### config.mk
export PLATFORM = sky130hd
export DESIGN_NAME = sled_top
export DESIGN_NICKNAME = d
export VERILOG_FILES = /design/src/inc/sled_pkg.sv /design/src/rtl/sled_pattern.sv /design/src/rtl/sled_top.sv /design/src/rtl/sled_xbus_port.sv
export SDC_FILE = /design/constraint.sdc
export NUM_CORES = 1
export LEC_CHECK = 0
export BUFFER_PORTS_ARGS = -buffer_cell sky130_fd_sc_hd__buf_2
export CORE_UTILIZATION = 50
export DETAILED_ROUTE_END_ITERATION = 8
export HOLD_SLACK_MARGIN = 0.1
export PLACE_DENSITY = 0.79
export REMOVE_ABC_BUFFERS = 1
export SYNTH_ARGS = -nofsm -noshare
export SYNTH_HDL_FRONTEND = slang
export SYNTH_SLANG_ARGS = --single-unit
### constraint.sdc
create_clock -name MCLK -period 2.5 [get_ports MCLK]
set_input_delay 0.375 -clock MCLK [delete_from_list [all_inputs] [get_ports MCLK]]
set_output_delay 0.375 -clock MCLK [all_outputs]
set_load 0.02 [all_outputs]
### src/inc/sled_pkg.sv
package sled_pkg;

	// system clock
	localparam int SLED_CLK_MHZ = 100;
	// base pattern step, in milliseconds
	localparam int SLED_STEP_MS = 50;
	// base step in clock cycles, derived from the rate
	localparam int SLED_STEP_CYC = SLED_STEP_MS * 1000 * SLED_CLK_MHZ;

	// pattern frame: 32 steps of the base step
	localparam int SLED_FRAME_W = 5;
	// on-time of one pulse, in steps
	localparam int SLED_PULSE_STEPS = 4;
	// start of the second pulse of a double flash, in steps
	localparam int SLED_SECOND_STEP = 8;

	// slave state machine codes as reported by the controller
	localparam logic [3:0] SLED_ST_INIT = 4'h1;
	localparam logic [3:0] SLED_ST_PREOP = 4'h2;
	localparam logic [3:0] SLED_ST_BOOT = 4'h3;
	localparam logic [3:0] SLED_ST_SAFEOP = 4'h4;
	localparam logic [3:0] SLED_ST_OP = 4'h8;

	// uninitialised parameter store holds this serial number
	localparam logic [31:0] SLED_SERIAL_BLANK = 32'h00000000;

	// expansion bus limits
	localparam logic [6:0] SLED_MAX_SLOTS = 7'h3f;
	localparam logic [8:0] SLED_MAX_BYTES = 9'h0fc;

	// reset values of the LED drives
	localparam logic SLED_LED_RST = 1'b0;

	// expansion status indicator states, gray along the usual path
	typedef enum logic [2:0] {
		SLED_XS_OFF = 3'b000,
		SLED_XS_CFG = 3'b001,
		SLED_XS_EXCH = 3'b011,
		SLED_XS_FAULT = 3'b010,
		SLED_XS_INITFAIL = 3'b110
	} sled_xstate_t;

	// message class on the expansion bus
	typedef enum logic {
		SLED_MSG_SERVICE = 1'b0,
		SLED_MSG_IO = 1'b1
	} sled_msg_t;

endpackage

### src/rtl/sled_pattern.sv
`timescale 1ns/100ps
// shared source of all blink patterns so every LED stays in phase
module sled_pattern #(
	parameter int STEP_CYCLES = sled_pkg::SLED_STEP_CYC
) (
	// clock and reset
	input wire logic clk,
	input wire logic rst,
	// pattern levels
	output logic pat_blink,
	output logic pat_single,
	output logic pat_double,
	output logic pat_flash
);
	import sled_pkg::*;

	logic [31:0] div_reg;
	logic step_en;
	logic [SLED_FRAME_W-1:0] step_reg;

	// divider gives one enable pulse per base step
	always_ff @(posedge clk) begin
		if (rst || step_en) begin
			div_reg <= 32'h00000000;
		end else begin
			div_reg <= div_reg + 32'h00000001;
		end
	end
	assign step_en = (div_reg == 32'(STEP_CYCLES - 1));

	// frame position advances once per step
	always_ff @(posedge clk) begin
		if (rst) begin
			step_reg <= '0;
		end else if (step_en) begin
			step_reg <= step_reg + 1'b1;
		end
	end

	// decode patterns; registered so the LEDs see clean levels
	always_ff @(posedge clk) begin
		if (rst) begin
			pat_blink <= 1'b0;
			pat_single <= 1'b0;
			pat_double <= 1'b0;
			pat_flash <= 1'b0;
		end else begin
			pat_blink <= ~step_reg[2];
			pat_single <= (step_reg < SLED_FRAME_W'(SLED_PULSE_STEPS));
			pat_double <= (step_reg < SLED_FRAME_W'(SLED_PULSE_STEPS)) ||
				((step_reg >= SLED_FRAME_W'(SLED_SECOND_STEP)) &&
				(step_reg < SLED_FRAME_W'(SLED_SECOND_STEP + SLED_PULSE_STEPS)));
			pat_flash <= ~step_reg[0];
		end
	end
endmodule // sled_pattern

### src/rtl/sled_top.sv
`timescale 1ns/100ps
// Overview of operation
// - health LED steady green when running with no self-test fault
// - health LED flashes green while stored serial number is zero
// - health LED flashes red on parameter store checksum fault
// - health LED steady red on unrecoverable firmware fault
// - run LED: off INIT, blink PREOP, single SAFEOP, flash BOOT, on OP
// - error LED off, blink, single, double, flash or steady per error cause
// - expansion LED off without modules or without module power
// - expansion LED flashes green when configured, steady green when exchanging
// - expansion LED steady red when a module faults during exchange
// - expansion LED flashes red when expansion initialisation fails
// - field power LED green while field supply detected, else off
// - drive token and serial transmit pins, receive on serial input pin
// - tell service messages from I/O messages on the expansion bus
// - over 63 slots or 252 bytes either way is a configuration failure
module sled_top #(
	parameter int STEP_CYCLES = sled_pkg::SLED_STEP_CYC
) (
	// clock and reset
	input wire logic MCLK,
	input wire logic SRST,
	// self-test results
	input wire logic FW_FAULT,
	input wire logic STORE_CSUM_FAULT,
	input wire logic [31:0] SERIAL_NUM,
	// slave state machine
	input wire logic [3:0] SLV_STATE,
	// error causes
	input wire logic ERR_CFG_INVALID,
	input wire logic ERR_LOCAL_CHANGE,
	input wire logic ERR_PD_WDOG,
	input wire logic ERR_BOOT,
	input wire logic ERR_PDI_WDOG,
	// expansion bus health
	input wire logic XB_UNIT_PRESENT,
	input wire logic XB_POWERED,
	input wire logic XB_CFG_PASSED,
	input wire logic XB_UNIT_FAULT,
	input wire logic XB_ID_INVALID,
	input wire logic XB_PROTO_FAIL,
	input wire logic XB_VENDOR_MISMATCH,
	input wire logic [6:0] XB_SLOT_COUNT,
	input wire logic [8:0] XB_IN_BYTES,
	input wire logic [8:0] XB_OUT_BYTES,
	// expansion bus controller side
	input wire logic XB_TOKEN_REQ,
	input wire logic XB_TX_DATA,
	input wire logic XB_FRAME_START,
	input wire sled_pkg::sled_msg_t XB_FRAME_CLASS,
	output logic XB_RX_DATA,
	output logic XB_SVC_MSG,
	output logic XB_IO_MSG,
	output logic XB_CFG_OVERFLOW,
	// expansion bus pins
	output logic XB_TOKEN_OUT,
	output logic XB_SER_OUT,
	input wire logic XB_SER_IN,
	// field power sense pin
	input wire logic FIELD_PWR_IN,
	// front panel LEDs
	output logic HEALTH_LED_GRN,
	output logic HEALTH_LED_RED,
	output logic RUN_LED,
	output logic ERR_LED,
	output logic XIO_LED_GRN,
	output logic XIO_LED_RED,
	output logic FPWR_LED
);
	import sled_pkg::*;

	logic pat_blink, pat_single, pat_double, pat_flash;
	logic fp_s1_reg, fp_s2_reg, fp_s3_reg, fp_on_reg;
	logic exch_reg;
	logic overflow;
	logic init_fail;
	sled_xstate_t xs_reg, xs_next;

	// true when a count runs past its allowed maximum
	function automatic logic over_bytes(input logic [8:0] n);
		return n > SLED_MAX_BYTES;
	endfunction

	// one pattern source for every indicator
	sled_pattern #(
		.STEP_CYCLES(STEP_CYCLES)
	) u_pattern (
		.clk(MCLK),
		.rst(SRST),
		.pat_blink(pat_blink),
		.pat_single(pat_single),
		.pat_double(pat_double),
		.pat_flash(pat_flash)
	);

	// expansion bus pins and message classes
	sled_xbus_port u_xbus (
		.clk(MCLK),
		.rst(SRST),
		.token_req(XB_TOKEN_REQ),
		.tx_data(XB_TX_DATA),
		.frame_start(XB_FRAME_START),
		.frame_class(XB_FRAME_CLASS),
		.rx_data(XB_RX_DATA),
		.svc_msg(XB_SVC_MSG),
		.io_msg(XB_IO_MSG),
		.token_out(XB_TOKEN_OUT),
		.ser_out(XB_SER_OUT),
		.ser_in(XB_SER_IN)
	);

	// health indicator: firmware fault outranks checksum, checksum outranks blank store
	always_ff @(posedge MCLK) begin
		if (SRST) begin
			HEALTH_LED_GRN <= SLED_LED_RST;
			HEALTH_LED_RED <= SLED_LED_RST;
		end else if (FW_FAULT) begin
			HEALTH_LED_GRN <= 1'b0;
			HEALTH_LED_RED <= 1'b1;
		end else if (STORE_CSUM_FAULT) begin
			HEALTH_LED_GRN <= 1'b0;
			HEALTH_LED_RED <= pat_flash;
		end else if (SERIAL_NUM == SLED_SERIAL_BLANK) begin
			HEALTH_LED_GRN <= pat_flash;
			HEALTH_LED_RED <= 1'b0;
		end else begin
			HEALTH_LED_GRN <= 1'b1;
			HEALTH_LED_RED <= 1'b0;
		end
	end

	// run indicator follows the slave state; unknown codes show dark
	always_ff @(posedge MCLK) begin
		if (SRST) begin
			RUN_LED <= SLED_LED_RST;
		end else begin
			case (SLV_STATE)
				SLED_ST_INIT: RUN_LED <= 1'b0;
				SLED_ST_PREOP: RUN_LED <= pat_blink;
				SLED_ST_SAFEOP: RUN_LED <= pat_single;
				SLED_ST_BOOT: RUN_LED <= pat_flash;
				SLED_ST_OP: RUN_LED <= 1'b1;
				default: RUN_LED <= 1'b0;
			endcase
		end
	end

	// error indicator: most severe cause wins, steady beats any flashing
	always_ff @(posedge MCLK) begin
		if (SRST) begin
			ERR_LED <= SLED_LED_RST;
		end else if (ERR_PDI_WDOG) begin
			ERR_LED <= 1'b1;
		end else if (ERR_BOOT) begin
			ERR_LED <= pat_flash;
		end else if (ERR_PD_WDOG) begin
			ERR_LED <= pat_double;
		end else if (ERR_LOCAL_CHANGE) begin
			ERR_LED <= pat_single;
		end else if (ERR_CFG_INVALID) begin
			ERR_LED <= pat_blink;
		end else begin
			ERR_LED <= 1'b0;
		end
	end

	// size limits of the expansion configuration
	assign overflow = (XB_SLOT_COUNT > SLED_MAX_SLOTS) ||
		over_bytes(XB_IN_BYTES) || over_bytes(XB_OUT_BYTES);
	assign init_fail = overflow || XB_ID_INVALID || XB_PROTO_FAIL || XB_VENDOR_MISMATCH;

	// overflow flag is also reported back to the controller
	always_ff @(posedge MCLK) begin
		if (SRST) begin
			XB_CFG_OVERFLOW <= 1'b0;
		end else begin
			XB_CFG_OVERFLOW <= overflow;
		end
	end

	// process data exchange counts as running once an I/O message goes out
	always_ff @(posedge MCLK) begin
		if (SRST) begin
			exch_reg <= 1'b0;
		end else if (!XB_UNIT_PRESENT || !XB_POWERED || !XB_CFG_PASSED) begin
			exch_reg <= 1'b0;
		end else if (XB_IO_MSG) begin
			exch_reg <= 1'b1;
		end
	end

	// expansion status state machine; a fault during exchange is held until power or modules go
	always_comb begin
		xs_next = xs_reg;
		case (xs_reg)
			SLED_XS_OFF: begin
				if (XB_UNIT_PRESENT && XB_POWERED) begin
					if (init_fail) begin
						xs_next = SLED_XS_INITFAIL;
					end else if (XB_CFG_PASSED) begin
						xs_next = SLED_XS_CFG;
					end
				end
			end
			SLED_XS_CFG: begin
				if (init_fail) begin
					xs_next = SLED_XS_INITFAIL;
				end else if (!XB_CFG_PASSED) begin
					xs_next = SLED_XS_OFF;
				end else if (exch_reg) begin
					xs_next = SLED_XS_EXCH;
				end
			end
			SLED_XS_EXCH: begin
				if (XB_UNIT_FAULT) begin
					xs_next = SLED_XS_FAULT;
				end else if (!exch_reg) begin
					xs_next = SLED_XS_CFG;
				end
			end
			SLED_XS_FAULT: xs_next = SLED_XS_FAULT;
			SLED_XS_INITFAIL: begin
				if (!init_fail) begin
					xs_next = SLED_XS_OFF;
				end
			end
			default: xs_next = SLED_XS_OFF;
		endcase
		// losing modules or their power always returns to dark
		if (!XB_UNIT_PRESENT || !XB_POWERED) begin
			xs_next = SLED_XS_OFF;
		end
	end

	// state register
	always_ff @(posedge MCLK) begin
		if (SRST) begin
			xs_reg <= SLED_XS_OFF;
		end else begin
			xs_reg <= xs_next;
		end
	end

	// expansion LED drive from state
	always_ff @(posedge MCLK) begin
		if (SRST) begin
			XIO_LED_GRN <= SLED_LED_RST;
			XIO_LED_RED <= SLED_LED_RST;
		end else begin
			case (xs_next)
				SLED_XS_CFG: begin
					XIO_LED_GRN <= pat_flash;
					XIO_LED_RED <= 1'b0;
				end
				SLED_XS_EXCH: begin
					XIO_LED_GRN <= 1'b1;
					XIO_LED_RED <= 1'b0;
				end
				SLED_XS_FAULT: begin
					XIO_LED_GRN <= 1'b0;
					XIO_LED_RED <= 1'b1;
				end
				SLED_XS_INITFAIL: begin
					XIO_LED_GRN <= 1'b0;
					XIO_LED_RED <= pat_flash;
				end
				default: begin
					XIO_LED_GRN <= 1'b0;
					XIO_LED_RED <= 1'b0;
				end
			endcase
		end
	end

	// field power sense is a raw pin: three stages, change taken on agreement
	always_ff @(posedge MCLK) begin
		if (SRST) begin
			fp_s1_reg <= 1'b0;
			fp_s2_reg <= 1'b0;
			fp_s3_reg <= 1'b0;
			fp_on_reg <= 1'b0;
		end else begin
			fp_s1_reg <= FIELD_PWR_IN;
			fp_s2_reg <= fp_s1_reg;
			fp_s3_reg <= fp_s2_reg;
			if (fp_s2_reg == fp_s3_reg) begin
				fp_on_reg <= fp_s3_reg;
			end
		end
	end

	// field power LED; the detector itself trips well below 24 V, so this shows presence only
	always_ff @(posedge MCLK) begin
		if (SRST) begin
			FPWR_LED <= SLED_LED_RST;
		end else begin
			FPWR_LED <= fp_on_reg;
		end
	end
endmodule // sled_top

### src/rtl/sled_xbus_port.sv
`timescale 1ns/100ps
// expansion bus pins and message class tracking
module sled_xbus_port (
	// clock and reset
	input wire logic clk,
	input wire logic rst,
	// controller side
	input wire logic token_req,
	input wire logic tx_data,
	input wire logic frame_start,
	input wire sled_pkg::sled_msg_t frame_class,
	output logic rx_data,
	output logic svc_msg,
	output logic io_msg,
	// bus pins
	output logic token_out,
	output logic ser_out,
	input wire logic ser_in
);
	import sled_pkg::*;

	logic rx_s1_reg, rx_s2_reg, rx_s3_reg;

	// outbound pins are driven from flops to keep them glitch free
	always_ff @(posedge clk) begin
		if (rst) begin
			token_out <= 1'b0;
			ser_out <= 1'b1;
		end else begin
			token_out <= token_req;
			ser_out <= tx_data;
		end
	end

	// receive pin is asynchronous: three stages, accept on agreement
	always_ff @(posedge clk) begin
		if (rst) begin
			rx_s1_reg <= 1'b1;
			rx_s2_reg <= 1'b1;
			rx_s3_reg <= 1'b1;
			rx_data <= 1'b1;
		end else begin
			rx_s1_reg <= ser_in;
			rx_s2_reg <= rx_s1_reg;
			rx_s3_reg <= rx_s2_reg;
			if (rx_s2_reg == rx_s3_reg) begin
				rx_data <= rx_s3_reg;
			end
		end
	end

	// classify each frame as service or process data
	always_ff @(posedge clk) begin
		if (rst) begin
			svc_msg <= 1'b0;
			io_msg <= 1'b0;
		end else begin
			svc_msg <= frame_start && (frame_class == SLED_MSG_SERVICE);
			io_msg <= frame_start && (frame_class == SLED_MSG_IO);
		end
	end
endmodule // sled_xbus_port
# --- Word-level counts from Yosys, hierarchy flattened ---
# Cells that the tools add are included.
word_totals:
  register_bits: 65
  latch_bits: 0
  ramBits: 0
  rom_bits: 0
  input_bits: 83
  output_inout_bits: 13
  n_memories: 0
classes:
  add_sub_neg: 2
  mul: 0
  div: 0
  n_lt_le_gt_ge: 6
  eq_ne: 15
  shifts: 0
  n_mux: 22
  n_bitwise: 3
  reduce_logical: 20
ops:
  columns: ["op", "count"]
  rows:
  - ["$add 32x1->32 const B", 1]
  - ["$eq 32x23->1 const B", 1]
  - ["$logic_not 32->1", 1]
  - ["$mux 3", 10]
  - ["$gt 9x8->1 const B", 2]
  - ["$pmux 3 s5", 1]
  - ["$eq 3x2->1 const B", 4]
  - ["$logic_or 1x1->1", 9]
  - ["$eq 4x2->1 const B", 2]
  - ["$mux 1", 8]
  - ["$gt 7x6->1 const B", 1]
  - ["$eq 3x1->1 const B", 2]
  - ["$eq 3x3->1 const B", 2]
  - ["$add 5x1->5 const B", 1]
  - ["$ge 5x4->1 const B", 1]
  - ["$lt 5x3->1 const B", 1]
  - ["$lt 5x4->1 const B", 1]
  - ["$eq 4x3->1 const B", 1]
  - ["$eq 4x4->1 const B", 1]
  - ["$logic_and 1x1->1", 4]
  - ["$pmux 1 s2", 2]
  - ["$pmux 1 s4", 1]
  - ["$logic_not 1->1", 3]
  - ["$logic_not 3->1", 1]
  - ["other kinds (4)", 7]

# --- Logic depth before layout (Yosys ltp) ---
depth:
  depth_word: 12
  mapped_depth: 8
  depth_no_buf: 6

# --- Cells and area by module ---
# Synthesis repeated with hierarchy kept, for this count alone.
unflattened:
  hier_cells: 343
  hier_area_um2: 3005.4
by_module_without_submodules:
  columns: ["module", "n_inst", "cells_each", "area_each_um2"]
  rows:
  - ["sled_pattern", 1, 235, 1983.2]
  - ["sled_top", 1, 90, 798.3]
  - ["sled_xbus_port", 1, 18, 224.0]

# --- Worst setup path before layout ---
# OpenSTA, ideal clock, no wires.
synth_timing:
  kind: "register to register"
  start: "reg u_pattern.div_reg[8]"
  end: "reg u_pattern.div_reg[8]"
  setup_ps: 115
  arrival_time_ps: 1818
  t_required_ps: 2385
  slack_ps: 567
  stages_incl_launch_ff: 8
  path_buffers: 2
  path_cell_list: "dfxtp_1 -> nand2_1 -> or4b_4 -> nor4_4 -> or2_1 -> buf_4 -> buf_6 -> nor2_1"
synth_via:
  elab_chain_cells: 2
  word_cells_on_any_way: 3
  classes_between: "add/sub (1); eq/ne (1); reduce/logical (1)"
synth_lines:
  columns: ["item", "line", "rtl"]
  rows:
  - ["from (decl)", "sled_pattern.sv:17", "logic [31:0] div_reg;"]
  - ["from (signal assigned)", "sled_pattern.sv:26", "div_reg <= div_reg + 32'h00000001;"]
  - ["branches (longest 2 deep; another with $add 32x1->32)", null, null]
# Parallel ways; which one is timed is not known.
# A chain may end at the register's enable or synchronous reset.

# --- Worst setup path after layout ---
layout_timing:
  start: "reg u_pattern.div_reg[8]"
  end: "reg u_pattern.div_reg[11]"
# Same word-level chain as after synthesis.

==> impl_metrics.tcl <==
set metrics [dict create \
    maxSlewViolCount 0 \
    netlist.area_leader.share_pct 46.4 \
    cts_setup_buffers 0 \
    core-area_mm2 0.00524 \
    fin_worst_skew_ps 9.04 \
    worst_pin_slew_ps 560 \
    setup_viol 0 \
    initial_core_util_pct 53.5 \
    grt_pass1_wl_mm 10.3 \
    htree_levels 3 \
    hold_violations 0 \
    netlist-cell-type-count 43 \
    drive_gt1_share_pct 28.5 \
    clkPwrFrac_pct 39.0 \
    grt_use_total_pct 21.9 \
    nets 498 \
    grt_max_degree 33 \
    cts_tree "done" \
    arrival_ps 2240 \
    drtIter0Drc 87 \
    io_buffers 89 \
    cts.clk_slew.worst_paths_ps 70 \
    die_x_um 76.9 \
    status "complete, no violations" \
    reg2reg_slack_ps 480 \
    drv_cap 0 \
    clk_latency_ps 350 \
    r2r_cells 6 \
    cts_made_buffers 9 \
    cp-start-kind "flip-flop" \
    grt.overflow.total 0 \
    r2r_end "u_pattern.div_reg[11]" \
    cp_cell_sequence "nand2_1 -> or4b_4 -> nor4_4 -> or2_1 -> buf_4 -> nor2_1" \
    max-clock-path-buffers 2 \
    crit_end "u_pattern.div_reg[11]" \
    endpoint_kind "flip-flop" \
    cts_resized 0 \
    wl_per_cell_um 12.4 \
    crit_fanout 32 \
    powerDensity_mw_per_mm2 566 \
    die-area_mm2 0.00591 \
    slew_headroom_pct 62.4 \
    hold_buffers 0 \
    ir_worst_vdd_mv 0.491 \
    pin_count 96 \
    drt_first_pass_iters 4 \
    avgSynthCellArea_um2 8.79 \
    vias_per_cell 5.25 \
    switchingPower_uw 487 \
    min_period_ps 2020 \
    antenna_found_initial 0 \
    syn_area_mm2 0.00280 \
    areaGrowthSynthToFinish_pct 24.3 \
    hp-class "input port to flip-flop" \
    p_seq_share_pct 54.1 \
    drc 0 \
    ant_nets 0 \
    fin_crit_sh_pct 81.0 \
    p_leak_uw 0.00142 \
    hpwl_mm 4.38 \
    fp.dieH_um 76.9 \
    synth_edf_count 0 \
    yosys.area.top_type "dfxtp_1" \
    cts_root_buffer "clkbuf_8" \
    p_int_uw 1490 \
    yosysSeqAreaShare_pct 46.4 \
    yosys_warnings 0 \
    reg2reg_from "u_pattern.div_reg[8]" \
    synthCells 319 \
    synth_ff_type "dfxtp_1" \
    crit_slowest_cell "or4b_4" \
    grt_pass1_vias 2470 \
    num_rows 26 \
    p_sw_share_pct 24.7 \
    diodes 0 \
    synthTopCellsByArea "dfxtp_1 (46%), xor2_1 (6.9%), nor2_1 (6.4%)" \
    setup_tns_ps 0 \
    worstSetupPathType "flip-flop to flip-flop" \
    gp_congestion 0.842 \
    ys_ff_latch 65 \
    async_reset_ff_share_pct 0 \
    cts.sinks 65 \
    fmax_ghz 0.494 \
    drt-total-wl_mm 6.03 \
    crit_start "u_pattern.div_reg[8]" \
    dr_total_vias 2560 \
    power.share.combinational_pct 6.9 \
    power_uw 1970 \
    slowest_delay_ps 550 \
    rsz0062_at_grt "false" \
    crit_required_ps 2720 \
    largest_reg_flops 32 \
]
power groups by stage:
| stage | combinational [uW] | sequential [uW] | clock [uW] |
|---|---|---|---|
| CTS | 137 | 1070 | 800 |
| global route | 152 | 1070 | 843 |
| detailed placement | 137 | 1090 | 0 |
| finish | 136 | 1070 | 770 |
| floorplan | 41.7 | 1100 | 0 |
| global placement | 134 | 1090 | 0 |
cell type report:
class | instances | area, um2
fill | 436 | 1750
multi-input combinational | 233 | 1400
sequential | 65 | 1300
timing repair buffer | 96 | 498
clock buffer | 10 | 128
tap | 70 | 87.6
clock inverter | 6 | 45.0
inverter | 8 | 30.0
synthesized netlist by cell type (2+ instances only):
| library cell | instances |
|---|---|
| or3_1 | 3 |
| a21o_1 | 3 |
| nor2b_1 | 7 |
| nor3b_1 | 2 |
| nor4_1 | 15 |
| a31o_2 | 2 |
| a21oi_1 | 13 |
| o211ai_1 | 2 |
| nand2_1 | 16 |
| nor2_1 | 48 |
| xor2_1 | 22 |
| or2_2 | 4 |
| inv_1 | 8 |
| o21ai_0 | 11 |
| nand4_1 | 21 |
| xnor2_1 | 8 |
| nor3_1 | 11 |
| ha_1 | 2 |
| and2_1 | 3 |
| and3_1 | 6 |
| nand3_1 | 14 |
| a211oi_1 | 2 |
| nor4b_1 | 2 |
| buf_6 | 3 |
| dfxtp_1 | 65 |
| clkbuf_1 | 8 |
| and4_1 | 2 |
worst max-delay path: cells and delay by family (launching register included):
kind / cells / cell delay (ps)
flip-flops: 1 / 400
AND/OR/NAND/NOR: 5 / 1190
buffers and inverters: 1 / 320
placed cells by master, fill, tap and decap left out, drive strengths merged, types with 5 or more instances in the layout:
| cell type | count |
|---|---|
| xor2 | 22 |
| nor4 | 16 |
| clkbuf | 10 |
| nand2 | 16 |
| nand3 | 14 |
| nand4 | 21 |
| o21ai | 11 |
| inv | 8 |
| or2 | 5 |
| a21oi | 13 |
| and3 | 6 |
| dfxtp | 65 |
| nor2 | 48 |
| nor3 | 11 |
| buf | 96 |
| xnor2 | 8 |
| nor2b | 7 |
metrics by stage:
| step | instance area [um2] | hold slack [ps] | setup slack, ps | std cells | utilization, % |
|---|---|---|---|---|---|
| after floorplan | 2730 | 389 | 243 | 306 | - |
| after global placement | 3310 | 393 | 552 | 472 | 63.3 |
| after detailed placement | 3310 | 404 | 477 | 472 | 63.3 |
| after CTS | 3490 | 170 | 466 | 488 | 66.6 |
| after global routing | 3490 | 181 | 323 | 488 | 66.6 |
| final | 3490 | 190 | 476 | 488 | 66.6 |
worst min path at each step:
stage | start | to | depth (start not counted)
final | XB_FRAME_CLASS | u_xbus.svc_msg | 2
after CTS | XB_FRAME_CLASS | u_xbus.svc_msg | 2
after global routing | XB_FRAME_CLASS | u_xbus.svc_msg | 2
after global placement | u_xbus.rx_s1_reg | u_xbus.rx_s2_reg | 1
after detailed placement | u_xbus.rx_s1_reg | u_xbus.rx_s2_reg | 1
after floorplan | u_xbus.rx_s1_reg | u_xbus.rx_s2_reg | 1
cells by family (layout without fill, tap and decap cells):
| group | Yosys count | in the layout | share of synthesized area, % |
|---|---|---|---|
| AND/OR/NAND/NOR | 161 | 161 | 30.6 |
| flip-flops | 65 | 65 | 46.4 |
| AO/OA/AOI/OAI | 39 | 39 | 8.57 |
| XOR/XNOR | 30 | 30 | 9.37 |
| buffers and inverters | 21 | 120 | 3.79 |
| adder cells (fa/ha/maj) | 2 | 2 | 0.892 |
| multiplexers | 1 | 1 | 0.357 |
routing by layer:
layer | GRT usage, % | up-vias | part of all wire [%] | wire length [um]
li1 | - | 1322 | - | -
met1 | 22.5 | 1154 | 43 | 2590
met2 | 39.5 | 75 | 49 | 2950
met3 | 9.64 | 9 | 7.1 | 427
met4 | 7.31 | 0 | 0.98 | 59
met5 | 0 | - | 0 | 0
(Power assumes the default switching activity.)
